**src/czo_regs.svh**
```systemverilog
// Register offsets, field positions and timing counts for the conveyor zone output bank
`ifndef CZO_REGS_SVH
`define CZO_REGS_SVH

// ----------------------------------------------------------------------
// Register offsets (word index)
// ----------------------------------------------------------------------
`define CZO_UP_TRK1_OFS 12'h0640
`define CZO_UP_TRK2_OFS 12'h0641
`define CZO_DN_TRK1_OFS 12'h0642
`define CZO_DN_TRK2_OFS 12'h0643
`define CZO_UP_ACC_OFS 12'h0644
`define CZO_DN_ACC_OFS 12'h0645
`define CZO_LEFT_SPD_OFS 12'h0646
`define CZO_RIGHT_SPD_OFS 12'h0647

// ----------------------------------------------------------------------
// Accumulation control bit positions
// ----------------------------------------------------------------------
`define CZO_ACC_MODE_BIT 0
`define CZO_ACC_UPSTREAM_BIT 8
`define CZO_ARRIVAL_CONF_BIT 9
`define CZO_JOG_FWD_BIT 10
`define CZO_JOG_REV_BIT 11
`define CZO_WAKE_BIT 12
`define CZO_MAINT_BIT 13
`define CZO_ACC_WRITE_MASK 16'h3F01

// ----------------------------------------------------------------------
// Reset values and reserved codes
// ----------------------------------------------------------------------
`define CZO_WORD_ZERO 16'h0000
`define CZO_TRK_KEEP 16'h0000
`define CZO_TRK_CLEAR 16'hFFFF
`define CZO_WAKE_STATUS 16'h0004

// ----------------------------------------------------------------------
// Timing: maintenance indicator blink half period
// ----------------------------------------------------------------------
`define CZO_BLINK_MS 500
`define CZO_CLK_MHZ 100
`define CZO_BLINK_CYCLES (`CZO_BLINK_MS * 1000 * `CZO_CLK_MHZ)

`endif

```
**src/czo_pkg.sv**
```systemverilog
// Types shared by the conveyor zone output bank
package czo_pkg;

   typedef struct packed {
      logic [15:0] word1;
      logic [15:0] word2;
   } czo_track_t;

   typedef struct packed {
      logic accumulate;
      logic accumUpstream;
      logic arrivalConfirm;
      logic jogFwd;
      logic jogRev;
      logic wake;
      logic maintenance;
   } czo_zone_ctrl_t;

   typedef enum logic [1:0] {
      CZO_MOTOR_STOP = 2'b00,
      CZO_MOTOR_RUN = 2'b01,
      CZO_MOTOR_JOG_FWD = 2'b10,
      CZO_MOTOR_JOG_REV = 2'b11
   } czo_motor_cmd_t;

   typedef struct packed {
      logic we;
      logic [11:0] addr;
      logic [15:0] wdata;
   } czo_wr_t;

endpackage

```
**src/czo_output_bank.sv**
```systemverilog
// Output register bank that the PLC refreshes, driving two conveyor zones
//
// Notes on behaviour
// - Tracking holds commit only at zone release
// - Both holds zero: keep active tracking
// - Both holds all-ones: clear active tracking
// - Single all-ones word is ordinary data
// - Bit zero sets zone accumulation mode
// - Bit eight accumulates next upstream zone
// - Bit nine confirms arrival, avoiding jam
// - Bits ten/eleven jog, overriding accumulation
// - Bit twelve wakes zone like status four
// - Bit thirteen maintenance holds motor stopped
// - Maintenance reports busy to upstream zone
// - Maintenance blinks sensor and motor green
// - Separate left/right speed reference registers
// - Never-written speed uses configured speed
// - Nonzero speed value becomes reference
// - Zero keeps last nonzero speed reference
// - Release value change releases accumulated carton
`timescale 1ns/1ps
`default_nettype none
`include "czo_regs.svh"

module czo_output_bank (
   // Clock and reset
   input wire logic clk,
   input wire logic rst,
   input wire logic ce,
   // Cyclic output image write port and readback port
   input wire czo_pkg::czo_wr_t wr,
   input wire logic [11:0] rdAddr,
   output logic [15:0] rdData,
   // Release registers, neighbour status and carton/arrival sensors
   input wire logic [15:0] releaseUp,
   input wire logic [15:0] releaseDn,
   input wire logic [15:0] upNeighbourStatus,
   input wire logic upCartonPresent,
   input wire logic dnCartonPresent,
   input wire logic dnArrivalSeen,
   // Configured speeds
   input wire logic [15:0] cfgLeftSpeed,
   input wire logic [15:0] cfgRightSpeed,
   // Zone outputs
   output czo_pkg::czo_motor_cmd_t upMotorCmd,
   output czo_pkg::czo_motor_cmd_t dnMotorCmd,
   output czo_pkg::czo_track_t upActiveTrack,
   output czo_pkg::czo_track_t dnActiveTrack,
   output logic upBusyToUpstream,
   output logic accumUpstreamModule,
   output logic upArrivalConfirm,
   output logic dnArrivalConfirm,
   output logic dnJam,
   // Speed references
   output logic [15:0] leftSpeedRef,
   output logic [15:0] rightSpeedRef,
   // Green indicators
   output logic upSensorIndicator,
   output logic upMotorIndicator,
   output logic dnSensorIndicator,
   output logic dnMotorIndicator
);
   import czo_pkg::*;

   localparam logic [31:0] BLINK_CYCLES = 32'(`CZO_BLINK_CYCLES);

   typedef struct packed {
      czo_track_t upHold;
      czo_track_t dnHold;
      logic [15:0] upAcc;
      logic [15:0] dnAcc;
      logic [15:0] leftSpd;
      logic [15:0] rightSpd;
      logic [15:0] leftRef;
      logic [15:0] rightRef;
      logic [15:0] relUpLast;
      logic [15:0] relDnLast;
      logic [31:0] blinkCnt;
      logic blink;
      logic dnAwaitArrival;
      logic dnJam;
      logic [15:0] rdData;
      logic upBusy;
      logic accumUpMod;
      logic upConf;
      logic dnConf;
      logic upSen;
      logic upMot;
      logic dnSen;
      logic dnMot;
      czo_motor_cmd_t upCmdOut;
      logic [15:0] leftOut;
      logic [15:0] rightOut;
   } czo_bank_state_t;

   czo_bank_state_t state_reg, state_next;
   czo_zone_ctrl_t upCtrl, dnCtrl;
   czo_track_t upActive, dnActive;
   czo_motor_cmd_t upCmd, dnCmd;
   logic upRelPulse, dnRelPulse, upBusyZone, dnBusyZone;
   logic upRelChanged, dnRelChanged;

   // ----------------------------------------------------------------------
   // Control word decode
   // ----------------------------------------------------------------------
   function automatic czo_zone_ctrl_t decode(input logic [15:0] w);
      czo_zone_ctrl_t c;
      c.accumulate = w[`CZO_ACC_MODE_BIT];
      c.accumUpstream = w[`CZO_ACC_UPSTREAM_BIT];
      c.arrivalConfirm = w[`CZO_ARRIVAL_CONF_BIT];
      c.jogFwd = w[`CZO_JOG_FWD_BIT];
      c.jogRev = w[`CZO_JOG_REV_BIT];
      c.wake = w[`CZO_WAKE_BIT];
      c.maintenance = w[`CZO_MAINT_BIT];
      return c;
   endfunction

   assign upCtrl = decode(state_reg.upAcc);
   assign dnCtrl = decode(state_reg.dnAcc);
   assign upRelChanged = releaseUp != state_reg.relUpLast;
   assign dnRelChanged = releaseDn != state_reg.relDnLast;

   // ----------------------------------------------------------------------
   // Zones
   // ----------------------------------------------------------------------
   czo_zone upZone (
      .clk(clk),
      .rst(rst),
      .ce(ce),
      .ctrl(upCtrl),
      .hold(state_reg.upHold),
      .releaseChanged(upRelChanged),
      .cartonPresent(upCartonPresent),
      // status four wakes zone like bit twelve, but only while downstream zone is not busy
      .runRequest(upNeighbourStatus == `CZO_WAKE_STATUS && !dnBusyZone),
      .active(upActive),
      .motorCmd(upCmd),
      .releasePulse(upRelPulse),
      .busyUpstream(upBusyZone)
   );

   czo_zone dnZone (
      .clk(clk),
      .rst(rst),
      .ce(ce),
      .ctrl(dnCtrl),
      .hold(state_reg.dnHold),
      .releaseChanged(dnRelChanged),
      .cartonPresent(dnCartonPresent),
      .runRequest(upRelPulse),
      .active(dnActive),
      .motorCmd(dnCmd),
      .releasePulse(dnRelPulse),
      .busyUpstream(dnBusyZone)
   );

   // ----------------------------------------------------------------------
   // Next state
   // ----------------------------------------------------------------------
   always_comb begin
      state_next = state_reg;
      // every refresh simply overwrites; no change detection needed
      if (wr.we) begin
         unique case (wr.addr)
            `CZO_UP_TRK1_OFS: state_next.upHold.word1 = wr.wdata;
            `CZO_UP_TRK2_OFS: state_next.upHold.word2 = wr.wdata;
            `CZO_DN_TRK1_OFS: state_next.dnHold.word1 = wr.wdata;
            `CZO_DN_TRK2_OFS: state_next.dnHold.word2 = wr.wdata;
            `CZO_UP_ACC_OFS: state_next.upAcc = wr.wdata & `CZO_ACC_WRITE_MASK;
            `CZO_DN_ACC_OFS: state_next.dnAcc = wr.wdata & `CZO_ACC_WRITE_MASK;
            `CZO_LEFT_SPD_OFS: state_next.leftSpd = wr.wdata;
            `CZO_RIGHT_SPD_OFS: state_next.rightSpd = wr.wdata;
            default: ;
         endcase
      end
      // nonzero becomes reference; zero keeps last
      if (state_reg.leftSpd != `CZO_WORD_ZERO) begin
         state_next.leftRef = state_reg.leftSpd;
      end
      if (state_reg.rightSpd != `CZO_WORD_ZERO) begin
         state_next.rightRef = state_reg.rightSpd;
      end
      state_next.relUpLast = releaseUp;
      state_next.relDnLast = releaseDn;
      // Blink timer runs freely so both zones flash in step
      if (state_reg.blinkCnt >= BLINK_CYCLES - 32'd1) begin
         state_next.blinkCnt = '0;
         state_next.blink = !state_reg.blink;
      end else begin
         state_next.blinkCnt = state_reg.blinkCnt + 32'd1;
      end
      // jam unless arrival seen or confirmed by bit nine
      if (dnRelPulse) begin
         state_next.dnAwaitArrival = 1'b1;
         state_next.dnJam = 1'b0;
      end else if (state_reg.dnAwaitArrival && (dnArrivalSeen || dnCtrl.arrivalConfirm)) begin
         state_next.dnAwaitArrival = 1'b0;
      end else if (state_reg.dnAwaitArrival && dnCmd == CZO_MOTOR_STOP) begin
         state_next.dnAwaitArrival = 1'b0;
         state_next.dnJam = 1'b1;
      end
      state_next.upConf = upCtrl.arrivalConfirm;
      state_next.dnConf = dnCtrl.arrivalConfirm;
      state_next.upBusy = upBusyZone;
      // bit eight: downstream zone stops the local upstream; upstream zone the neighbour
      state_next.accumUpMod = upCtrl.accumUpstream;
      state_next.upSen = upCtrl.maintenance && state_reg.blink;
      state_next.upMot = upCtrl.maintenance && state_reg.blink;
      state_next.dnSen = dnCtrl.maintenance && state_reg.blink;
      state_next.dnMot = dnCtrl.maintenance && state_reg.blink;
      // local upstream zone held when downstream asks it
      if (dnCtrl.accumUpstream && upCmd == CZO_MOTOR_RUN && upCartonPresent) begin
         state_next.upCmdOut = CZO_MOTOR_STOP;
      end else begin
         state_next.upCmdOut = upCmd;
      end
      // configured speed until a nonzero reference exists
      state_next.leftOut = (state_next.leftRef == `CZO_WORD_ZERO) ? cfgLeftSpeed
         : state_next.leftRef;
      state_next.rightOut = (state_next.rightRef == `CZO_WORD_ZERO) ? cfgRightSpeed
         : state_next.rightRef;
      unique case (rdAddr)
         `CZO_UP_TRK1_OFS: state_next.rdData = state_reg.upHold.word1;
         `CZO_UP_TRK2_OFS: state_next.rdData = state_reg.upHold.word2;
         `CZO_DN_TRK1_OFS: state_next.rdData = state_reg.dnHold.word1;
         `CZO_DN_TRK2_OFS: state_next.rdData = state_reg.dnHold.word2;
         `CZO_UP_ACC_OFS: state_next.rdData = state_reg.upAcc;
         `CZO_DN_ACC_OFS: state_next.rdData = state_reg.dnAcc;
         `CZO_LEFT_SPD_OFS: state_next.rdData = state_reg.leftSpd;
         `CZO_RIGHT_SPD_OFS: state_next.rdData = state_reg.rightSpd;
         default: state_next.rdData = `CZO_WORD_ZERO;
      endcase
   end

   always_ff @(posedge clk) begin
      if (rst) begin
         state_reg <= '0;
      end else if (ce) begin
         state_reg <= state_next;
      end
   end

   // ----------------------------------------------------------------------
   // Outputs
   // ----------------------------------------------------------------------
   // Zone module outputs are its own flip-flops
   assign upMotorCmd = state_reg.upCmdOut;
   assign dnMotorCmd = dnCmd;
   assign upActiveTrack = upActive;
   assign dnActiveTrack = dnActive;
   assign upBusyToUpstream = state_reg.upBusy;
   assign accumUpstreamModule = state_reg.accumUpMod;
   assign upArrivalConfirm = state_reg.upConf;
   assign dnArrivalConfirm = state_reg.dnConf;
   assign dnJam = state_reg.dnJam;
   assign leftSpeedRef = state_reg.leftOut;
   assign rightSpeedRef = state_reg.rightOut;
   assign rdData = state_reg.rdData;
   assign upSensorIndicator = state_reg.upSen;
   assign upMotorIndicator = state_reg.upMot;
   assign dnSensorIndicator = state_reg.dnSen;
   assign dnMotorIndicator = state_reg.dnMot;
endmodule
`default_nettype wire

```
**src/czo_zone.sv**
```systemverilog
// One zone: tracking commit on release and motor command arbitration
`timescale 1ns/1ps
`default_nettype none
`include "czo_regs.svh"

module czo_zone (
   // Clock and reset
   input wire logic clk,
   input wire logic rst,
   input wire logic ce,
   // Control
   input wire czo_pkg::czo_zone_ctrl_t ctrl,
   input wire czo_pkg::czo_track_t hold,
   input wire logic releaseChanged,
   input wire logic cartonPresent,
   input wire logic runRequest,
   // Results
   output czo_pkg::czo_track_t active,
   output czo_pkg::czo_motor_cmd_t motorCmd,
   output logic releasePulse,
   output logic busyUpstream
);
   import czo_pkg::*;

   typedef struct packed {
      czo_track_t active;
      czo_motor_cmd_t motorCmd;
      logic releasePulse;
      logic busyUpstream;
   } czo_zone_state_t;

   czo_zone_state_t state_reg, state_next;
   logic releaseNow;

   always_comb begin
      state_next = state_reg;
      releaseNow = ctrl.accumulate && releaseChanged && !ctrl.maintenance;
      state_next.releasePulse = releaseNow;
      if (releaseNow) begin
         if (hold.word1 == `CZO_TRK_KEEP && hold.word2 == `CZO_TRK_KEEP) begin
            state_next.active = state_reg.active;
         end else if (hold.word1 == `CZO_TRK_CLEAR && hold.word2 == `CZO_TRK_CLEAR) begin
            state_next.active = '0;
         // commit on release; lone ones is data
         end else begin
            state_next.active = hold;
         end
      end
      // maintenance stops motor; jog beats logic
      if (ctrl.maintenance) begin
         state_next.motorCmd = CZO_MOTOR_STOP;
      end else if (ctrl.jogFwd) begin
         state_next.motorCmd = CZO_MOTOR_JOG_FWD;
      end else if (ctrl.jogRev) begin
         state_next.motorCmd = CZO_MOTOR_JOG_REV;
      end else if (ctrl.wake || runRequest || releaseNow) begin
         state_next.motorCmd = CZO_MOTOR_RUN;
      end else if (ctrl.accumulate && cartonPresent) begin
         state_next.motorCmd = CZO_MOTOR_STOP;
      end else begin
         state_next.motorCmd = state_reg.motorCmd;
      end
      state_next.busyUpstream = ctrl.maintenance;
   end

   always_ff @(posedge clk) begin
      if (rst) begin
         state_reg <= '0;
      end else if (ce) begin
         state_reg <= state_next;
      end
   end

   assign active = state_reg.active;
   assign motorCmd = state_reg.motorCmd;
   assign releasePulse = state_reg.releasePulse;
   assign busyUpstream = state_reg.busyUpstream;
endmodule
`default_nettype wire

```
**config.mk**
```make
export PLATFORM = sky130hd
export DESIGN_NAME = czo_output_bank
export DESIGN_NICKNAME = d
export VERILOG_FILES = /design/src/czo_pkg.sv /design/src/czo_output_bank.sv /design/src/czo_zone.sv
export VERILOG_INCLUDE_DIRS = /design/src
export SDC_FILE = /design/constraint.sdc
export NUM_CORES = 1
export LEC_CHECK = 0
export BUFFER_PORTS_ARGS = -buffer_cell sky130_fd_sc_hd__buf_2
export CORE_MARGIN = 3
export CORE_UTILIZATION = 48
export CTS_BUF_LIST = sky130_fd_sc_hd__clkbuf_16
export DETAILED_ROUTE_END_ITERATION = 16
export PLACE_DENSITY = 0.71
export SLEW_MARGIN = 30
export SYNTH_ARGS = -nofsm -noshare
export SYNTH_HDL_FRONTEND = slang
export SYNTH_SLANG_ARGS = --single-unit
```
**constraint.sdc**
```tcl
create_clock -name clk -period 3.8 [get_ports clk]
set_input_delay 0 -clock clk [delete_from_list [all_inputs] [get_ports clk]]
set_output_delay 0 -clock clk [all_outputs]
set_load 0.02 [all_outputs]
```
---- Word-level counts from Yosys, hierarchy flattened ----
Cells that the tools add are included.
Widths: inputs -> output; s select.
word-level totals
  bits in registers ....................... 337
  input port bits ......................... 127
  output and inout bits ................... 125
  logic and storage cells ................. 142
operators by class
  add/subtract/negate cells ............... 1
  magnitude comparators ................... 1
  eq/ne operators ......................... 25
  multiplexer cells ....................... 23
  bitwise gates (word level) .............. 2
  reductions and logical operators ........ 54
operators with widths
  kind                   count
  $eq 12x11->1 const B   16
  $pmux 16 s8            1
  $logic_not 16->1       6
  $mux 32                3
  $eq 16x16->1 const B   4
  $mux 16                4
  $reduce_and 3->1       11
  $add 32x1->32 const B  1
  $ge 32x26->1 const B   1
  $ne 16x16->1           2
  $reduce_bool 16->1     2
  $mux 2                 13
  $logic_and 1x1->1      17
  $eq 16x3->1 const B    1
  $reduce_bool 5->1      2
  $reduce_and 2->1       4
  $logic_or 1x1->1       5
  $logic_not 1->1        4
  $reduce_bool 3->1      1
  $eq 2x1->1 const B     1
  $logic_not 2->1        1
  $mux 1                 2
  $ne 2x1->1 const B     1
  $not 1->1              2
  $reduce_bool 2->1      1

---- Longest topological paths before layout ----
Gate-level depths: netlist (run 1).
  word-level depth ........................ 8
  depth in mapped cells ................... 9
  depth with buffers taken out ............ 6

---- Hierarchy ----
Synthesis (run 1) repeated with hierarchy kept, for this count alone.
second synthesis, totals
  cells, all modules ...................... 1792
  area total of the unflattened synthesis .. 15975.3 µm²
modules (own cells, without submodules)
  module           times used  cells each  area each (µm²)  sequential area each (µm²)
  czo_output_bank  1           1358        11981.5          5305.1
  czo_zone         2           217         1996.9           720.7

---- Least setup slack after synthesis (run 1) ----
No wires, ideal clock.
  path type ............................... register to register
  start ................................... register state_reg[161] (netlist bit)
  end ..................................... register state_reg, in the netlist rightSpeedRef[10]
  library setup time ...................... 122 ps
  arrival time ............................ 1780 ps
  required time ........................... 3678 ps
  setup slack ............................. 1898 ps
  stages on the path, launching flop included .. 6
  buffers on the path ..................... 0
  clock period less this slack ............ 1902 ps
  path through ............................ dfxtp_1 -> nor4_1 -> nand4_1 -> nor4_1 -> a21oi_1 -> a221o_1
on the way
  longest elaborated chain between the ends .. 4
RTL lines
  what                          RTL line                text
  start: declaration            czo_output_bank.sv:96   czo_bank_state_t state_reg, state_next;
  start signal: assignment      czo_output_bank.sv:239  state_reg <= state_next;
  $reduce_bool 16->1 (no line)  -
  $mux 16 (*)                   czo_output_bank.sv:180  if (state_reg.rightSpd != `CZO_WORD_ZERO) begin
  $logic_not 16->1 (no line)    -
  $mux 16 (*)                   czo_output_bank.sv:220  state_next.rightOut = (state_next.rightRef == `CZO_WORD_ZERO) ? cfgRightSpeed
Mark *: on every way between the ends. The rest lies on a longest branch, timed or not.
A chain may end at the register's enable or synchronous reset.

---- Worst setup path after layout (run 1) ----
  start ................................... register state_reg[88] (netlist bit)
  end ..................................... register state_reg[76] (netlist bit)
on the way
  longest elaborated chain between the ends .. 2
RTL lines
  what          RTL line                text
  $ge 32x26->1  czo_output_bank.sv:186  if (state_reg.blinkCnt >= BLINK_CYCLES - 32'd1) begin
  $mux 32       czo_output_bank.sv:186
No other way between the ends.

==> flow_summary.json, run 1 <==
{
  "outcome": "complete, no violations",
  "post_cts.repair.setup_buffers": 0,
  "ir_worst_vdd_mv": 0.260,
  "whs_endpoint": "state_reg[125]",
  "clk_pin_slew_worst_paths_ns": 0.06,
  "synth-seq-cells": 337,
  "die_area_sq_mm": 0.0335,
  "p_leak_nw": 7.44,
  "synth_edf_count": 0,
  "nets": 2018,
  "startpoint_type": "flip-flop",
  "grt_pass1_wl_um": 71100,
  "finalPower_mw": 7.53,
  "fmax_mhz": 389,
  "place_hpwl_um": 31300,
  "insertion_delay_ns": 0.51,
  "h-tree-depth": 2,
  "post_dp_cell_area_sq_mm": 0.0161,
  "ys_seq_area_share_pct": 44.9,
  "synthArstFlopShare_pct": 0,
  "initial_utilization_pct": 48.9,
  "finalWeightedCongestion": 0.951,
  "die_h_um": 183,
  "cp.arrival_ns": 3.00,
  "postRouteWirelength_um": 45700,
  "yosys.area.top_type": "dfxtp_1",
  "required_ns": 4.23,
  "stdcell_area_sq_mm": 0.0181,
  "reg2regPathDepth": 6,
  "fin_crit_sh_pct": 67.6,
  "drive_above_1_share_pct": 18.1,
  "r2r_slack_ns": 1.23,
  "synth-main-ff-cell": "dfxtp_1",
  "area_growth_pct": 20.3,
  "antennaDiodeCount": 0,
  "antenna_found_initial": 2,
  "critPathCaptureType": "flip-flop",
  "postSynthAreaPerCell_sq_um": 9.06,
  "drc_errors": 0,
  "grt.total_usage_pct": 26.2,
  "overflow": 0,
  "synth_cell_types": 72,
  "drt_pass1_iterations": 5,
  "root_buffer": "clkbuf_16",
  "via_per_inst": 5.81,
  "finalSetupTns_ns": 0,
  "setup_viol": 0,
  "final_hold_viol_count": 0,
  "min_path_type": "in -> reg",
  "die_w_um": 183,
  "min_from": "rst",
  "rr_endpoint": "state_reg[76]",
  "power_density_mw_per_mm2": 417,
  "worst_pin_slew_ns": 0.995,
  "rows": 64,
  "r2r_start": "state_reg[88]",
  "grt_pass1_vias": 13000,
  "drt-initial-drc-count": 1252,
  "mostFrequentLayoutCells": "337 x dfxtp_1, 249 x buf_2, 239 x nor2_1",
  "ant_nets": 0,
  "final_max_slew_viol_count": 0,
  "largest_register_ffs": 199,
  "numPortBuffers": 251,
  "layout_commonest_cell": "dfxtp_1",
  "synth_fp_nets": 1786,
  "grt_start_max_net_pins": 112,
  "avgRoutedWirePerCell_um": 19.8,
  "vias": 13400,
  "yosys.area.top_type_share_pct": 44.9,
  "yosysWarnings": 0,
  "syn_inst": 1658,
  "fillers": 2698,
  "grt_setup_unrepaired": "false",
  "cts_sinks": 337,
  "critical_path_class": "reg -> reg",
  "coreArea_sq_mm": 0.0307,
  "path_max_fanout": 31,
  "fin_skew_ns": 0.0240,
  "place_ws_ns": 1.10,
  "ioPinCount": 252,
  "relSlewSlack_pct": 33.5,
  "cts_buffers": 36,
  "fin_ws_ns": 1.23,
  "syn_area_sq_mm": 0.0150,
  "hold_depth": 2,
  "max_cap_viol_count": 0,
  "finalCriticalPeriod_ns": 2.57,
  "cts_buffer_depth": 3,
  "cts_tree": "yes",
  "synth.top_cells.by_area": "dfxtp_1 45%, mux2i_1 14%, nor2_1 6.0%, nand2_1 5.0%, buf_4 2.8%"
}
[kinds of logic (layout without fill, tap and decap cells)]
| group | count (synthesis) | after routing | share of synthesized area, % |
|---|---|---|---|
| muxes | 227 | 227 | 15.4 |
| buffers and inverters | 179 | 434 | 6.29 |
| DFF | 337 | 337 | 44.9 |
| adders and majority gates | 1 | 1 | 0.0832 |
| AOI/OAI and AO/OA | 244 | 244 | 11.6 |
| xor gates and xnor gates | 57 | 57 | 3.32 |
| and+or+nand+nor | 613 | 613 | 18.4 |
[how the worst max path moves through the flow]
stage / endpoint / startpoint
3_5_place_dp: state_reg[278] / ce
4_1_cts: state_reg[89] / state_reg[88]
5_1_grt: state_reg[89] / state_reg[88]
6_report: state_reg[76] / state_reg[88]
2_1_floorplan: rightSpeedRef[10] / state_reg[161]
3_3_place_gp: state_reg[282] / ce
[routing by layer]
layer | GRT usage [%] | share of wire [%]
met1 | 35.7 | 44
met2 | 41.4 | 44
met3 | 5.55 | 7.7
met4 | 9.48 | 3.7
met5 | 0 | 0.059
[synth_stat cells, types with 6 or more instances]
cell type and instances:
o221ai_1 7, and3_1 8, nand3_1 20, or3_1 8, a31oi_1 22, nand2_1 199
inv_1 20, a21oi_1 41, nand4_1 37, a221oi_1 9, buf_4 56, mux2i_1 210
o21ai_0 32, a211oi_1 7, buf_1 10, nor3_1 16, a22o_1 6, clkbuf_1 63
xnor2_1 26, o31ai_1 8, nor2_1 241, xor2_1 31, a22oi_1 39, dfxtp_1 337
mux2_2 15, a221o_1 22, nor4_1 42, buf_2 26, and2_1 13, a21o_1 10
[per-stage QoR]
| step | util [%] | cells | hold WS (ns) |
|---|---|---|---|
| 3_5_place_dp | 52.3 | 2164 | 0.227 |
| 4_1_cts | 58.7 | 2308 | 0.0198 |
| 3_3_place_gp | 52.3 | 2164 | 0.227 |
| 5_1_grt | 58.8 | 2309 | 0.0551 |
| 2_1_floorplan | - | 1658 | 0.136 |
| 6_report | 58.8 | 2309 | 0.0308 |
[report_power, final]
part / switching (mW) / total, mW / internal, mW / leakage (nW)
clock network: 1.40 / 3.43 / 2.02 / 0.558
registers: 0.0275 / 3.60 / 3.58 / 2.73
logic: 0.292 / 0.500 / 0.208 / 4.16
[cell type report]
class	count	area (sq um)	area share [%]
inverters	21	78.8	0.436
multi-input cells	1142	7370	40.8
flip-flops and latches	337	6750	37.3
well taps	396	495	2.74
clock inverters	24	204	1.13
clock buffers	37	926	5.12
repair buffers	352	2250	12.5
[worst max-delay path, cell delays in order, from the launching register on]
cell and delay [ns]:
dfxtp_1 0.32, or4_1 0.50, a2111oi_0 0.76, o311a_1 0.40, o31ai_2 0.08, buf_4 0.28
nor2_1 0.15
[what timing repair did]
item | CTS | global route
setup endpoints to repair | 0 | 0
hold buffers | 83 | 0
hold endpoints to repair | 178 | 0
gates resized for setup | 0 | 0
No activity file was read; power rests on OpenSTA's default activity.
==> run 2: changes to the inputs <==
==> constraint.sdc (replaced) <==
create_clock -name clk -period 2.47 [get_ports clk]
set_input_delay 0 -clock clk [delete_from_list [all_inputs] [get_ports clk]]
set_output_delay 0 -clock clk [all_outputs]
set_load 0.02 [all_outputs]
==> flow_summary.json, run 2 (synthesis gave the netlist of run 1 again) <==
{
  "p_int_mw": 8.67,
  "numPortBuffers": 251,
  "required_ns": 2.90,
  "largest_register_ffs": 199,
  "grt.total_usage_pct": 26.5,
  "fin_crit_sh_pct": 91.6,
  "seqPwrFrac_pct": 48.8,
  "cts_buffers": 36,
  "coreArea_sq_mm": 0.0307,
  "critical_path_class": "reg -> reg",
  "grt_pass1_vias": 13200,
  "finalWeightedCongestion": 0.965,
  "grt_start_max_net_pins": 71,
  "vias": 13600,
  "cts_resized": 0,
  "final_max_slew_viol_count": 0,
  "ir_worst_vdd_mv": 0.515,
  "startpoint_type": "flip-flop",
  "relSlewSlack_pct": 36.6,
  "fin_skew_ns": 0.0122,
  "nets": 2055,
  "via_per_inst": 5.78,
  "crit_slowest_cell": "and4_1",
  "clk_pin_slew_worst_paths_ns": 0.06,
  "drive_above_1_share_pct": 19.8,
  "min_path_type": "in -> reg",
  "grt_setup_unrepaired": "false",
  "outcome": "complete, no violations",
  "pwr-share-clk_pct": 44.2,
  "finalSetupTns_ns": 0,
  "die_area_sq_mm": 0.0335,
  "avgRoutedWirePerCell_um": 19.6,
  "post_cts.repair.setup_buffers": 0,
  "rows": 64,
  "final_hold_viol_count": 0,
  "finalPower_mw": 11.4,
  "switching_power_mw": 2.69,
  "cts_sinks": 337,
  "drt_pass1_iterations": 6,
  "p_leak_nw": 7.63,
  "max_stage_delay_ns": 0.57,
  "initial_utilization_pct": 48.9,
  "power_density_mw_per_mm2": 621,
  "overflow": 0,
  "setup_viol": 0,
  "cts_buffer_depth": 3,
  "critPathCaptureType": "flip-flop",
  "mostFrequentLayoutCells": "337 x dfxtp_1, 249 x buf_2, 239 x nor2_1",
  "stdcell_area_sq_mm": 0.0183,
  "area_growth_pct": 21.8,
  "insertion_delay_ns": 0.52,
  "antenna_found_initial": 2,
  "finalCriticalPeriod_ns": 2.26,
  "final_util_pct": 59.5,
  "layout_commonest_cell": "dfxtp_1",
  "die_w_um": 183,
  "h-tree-depth": 2,
  "switching_share_pct": 23.7,
  "grt_pass1_wl_um": 72200,
  "hold_buffers": 85,
  "path_cells": "nor4_1 > and4_1 > buf_4 > o21a_1 > nand4_1 > a311oi_1",
  "path_max_fanout": 13,
  "place_hpwl_um": 32400,
  "postRouteWirelength_um": 46100,
  "p_comb_share_pct": 7.0,
  "fmax_mhz": 442,
  "drc_errors": 0,
  "die_h_um": 183,
  "root_buffer": "clkbuf_16",
  "drt-initial-drc-count": 1522,
  "ant_nets": 0,
  "max_cap_viol_count": 0,
  "cp.arrival_ns": 2.69,
  "post_dp_cell_area_sq_mm": 0.0164,
  "ioPinCount": 252,
  "cts_tree": "yes",
  "worst_pin_slew_ns": 0.951
}
-- run 2: layout make-up --
class	instances	area (sq um)
clock buffers	37	926
flip-flops and latches	337	6750
multi-input cells	1142	7360
fillers	2674	12400
well taps	396	495
repair buffers	389	2540
inverters	21	78.8
clock inverters	27	154
diodes	2	5.00
-- run 2: power by group through the flow --
| stage | registers, mW | logic [mW] | clock network (mW) |
|---|---|---|---|
| after floorplan | 5.65 | 0.434 | 0 |
| after global placement | 5.66 | 0.664 | 0 |
| after detailed placement | 5.66 | 0.671 | 0 |
| after CTS | 5.54 | 0.778 | 5.07 |
| after global routing | 5.55 | 0.857 | 5.30 |
| final | 5.55 | 0.797 | 5.02 |
-- run 2: metal layers --
layer | share of wire (%) | routed length (um) | up-vias | track usage [%]
li1 | - | - | 6367 | -
met1 | 43 | 20000 | 6476 | 37.1
met2 | 45 | 20900 | 656 | 42.1
met3 | 8.3 | 3810 | 101 | 4.74
met4 | 2.9 | 1350 | 0 | 8.20
met5 | 0 | 0 | - | 0
-- run 2: final timing paths --
check	startpoint	to	slack [ns]	cells after the start
worst min-delay path	upNeighbourStatus[15]	upZone.motorCmd[0]	0.04	5
worst max register to register	state_reg[186]	leftSpeedRef[0]	0.21	6
worst min register to register	upZone.active[0]	upZone.active[0]	0.45	2
worst max-delay path	state_reg[186]	leftSpeedRef[0]	0.21	6
-- run 2: worst max-delay path: cells and delay by family, from the launching register on --
family,cells,cell delay (ns)
flip-flops,1,0.40
AND/OR/NAND/NOR,3,1.12
AO/OA/AOI/OAI,2,0.41
buffers and inverters,1,0.24
-- run 2: per-stage QoR --
step           cells  setup WS [ns]  hold WS, ns
6_report        2351          0.208       0.0394
5_1_grt         2351         0.0500       0.0736
4_1_cts         2349          0.228       0.0288
3_5_place_dp    2200          0.242        0.230
3_3_place_gp    2200          0.274        0.227
2_1_floorplan   1658          0.568        0.136
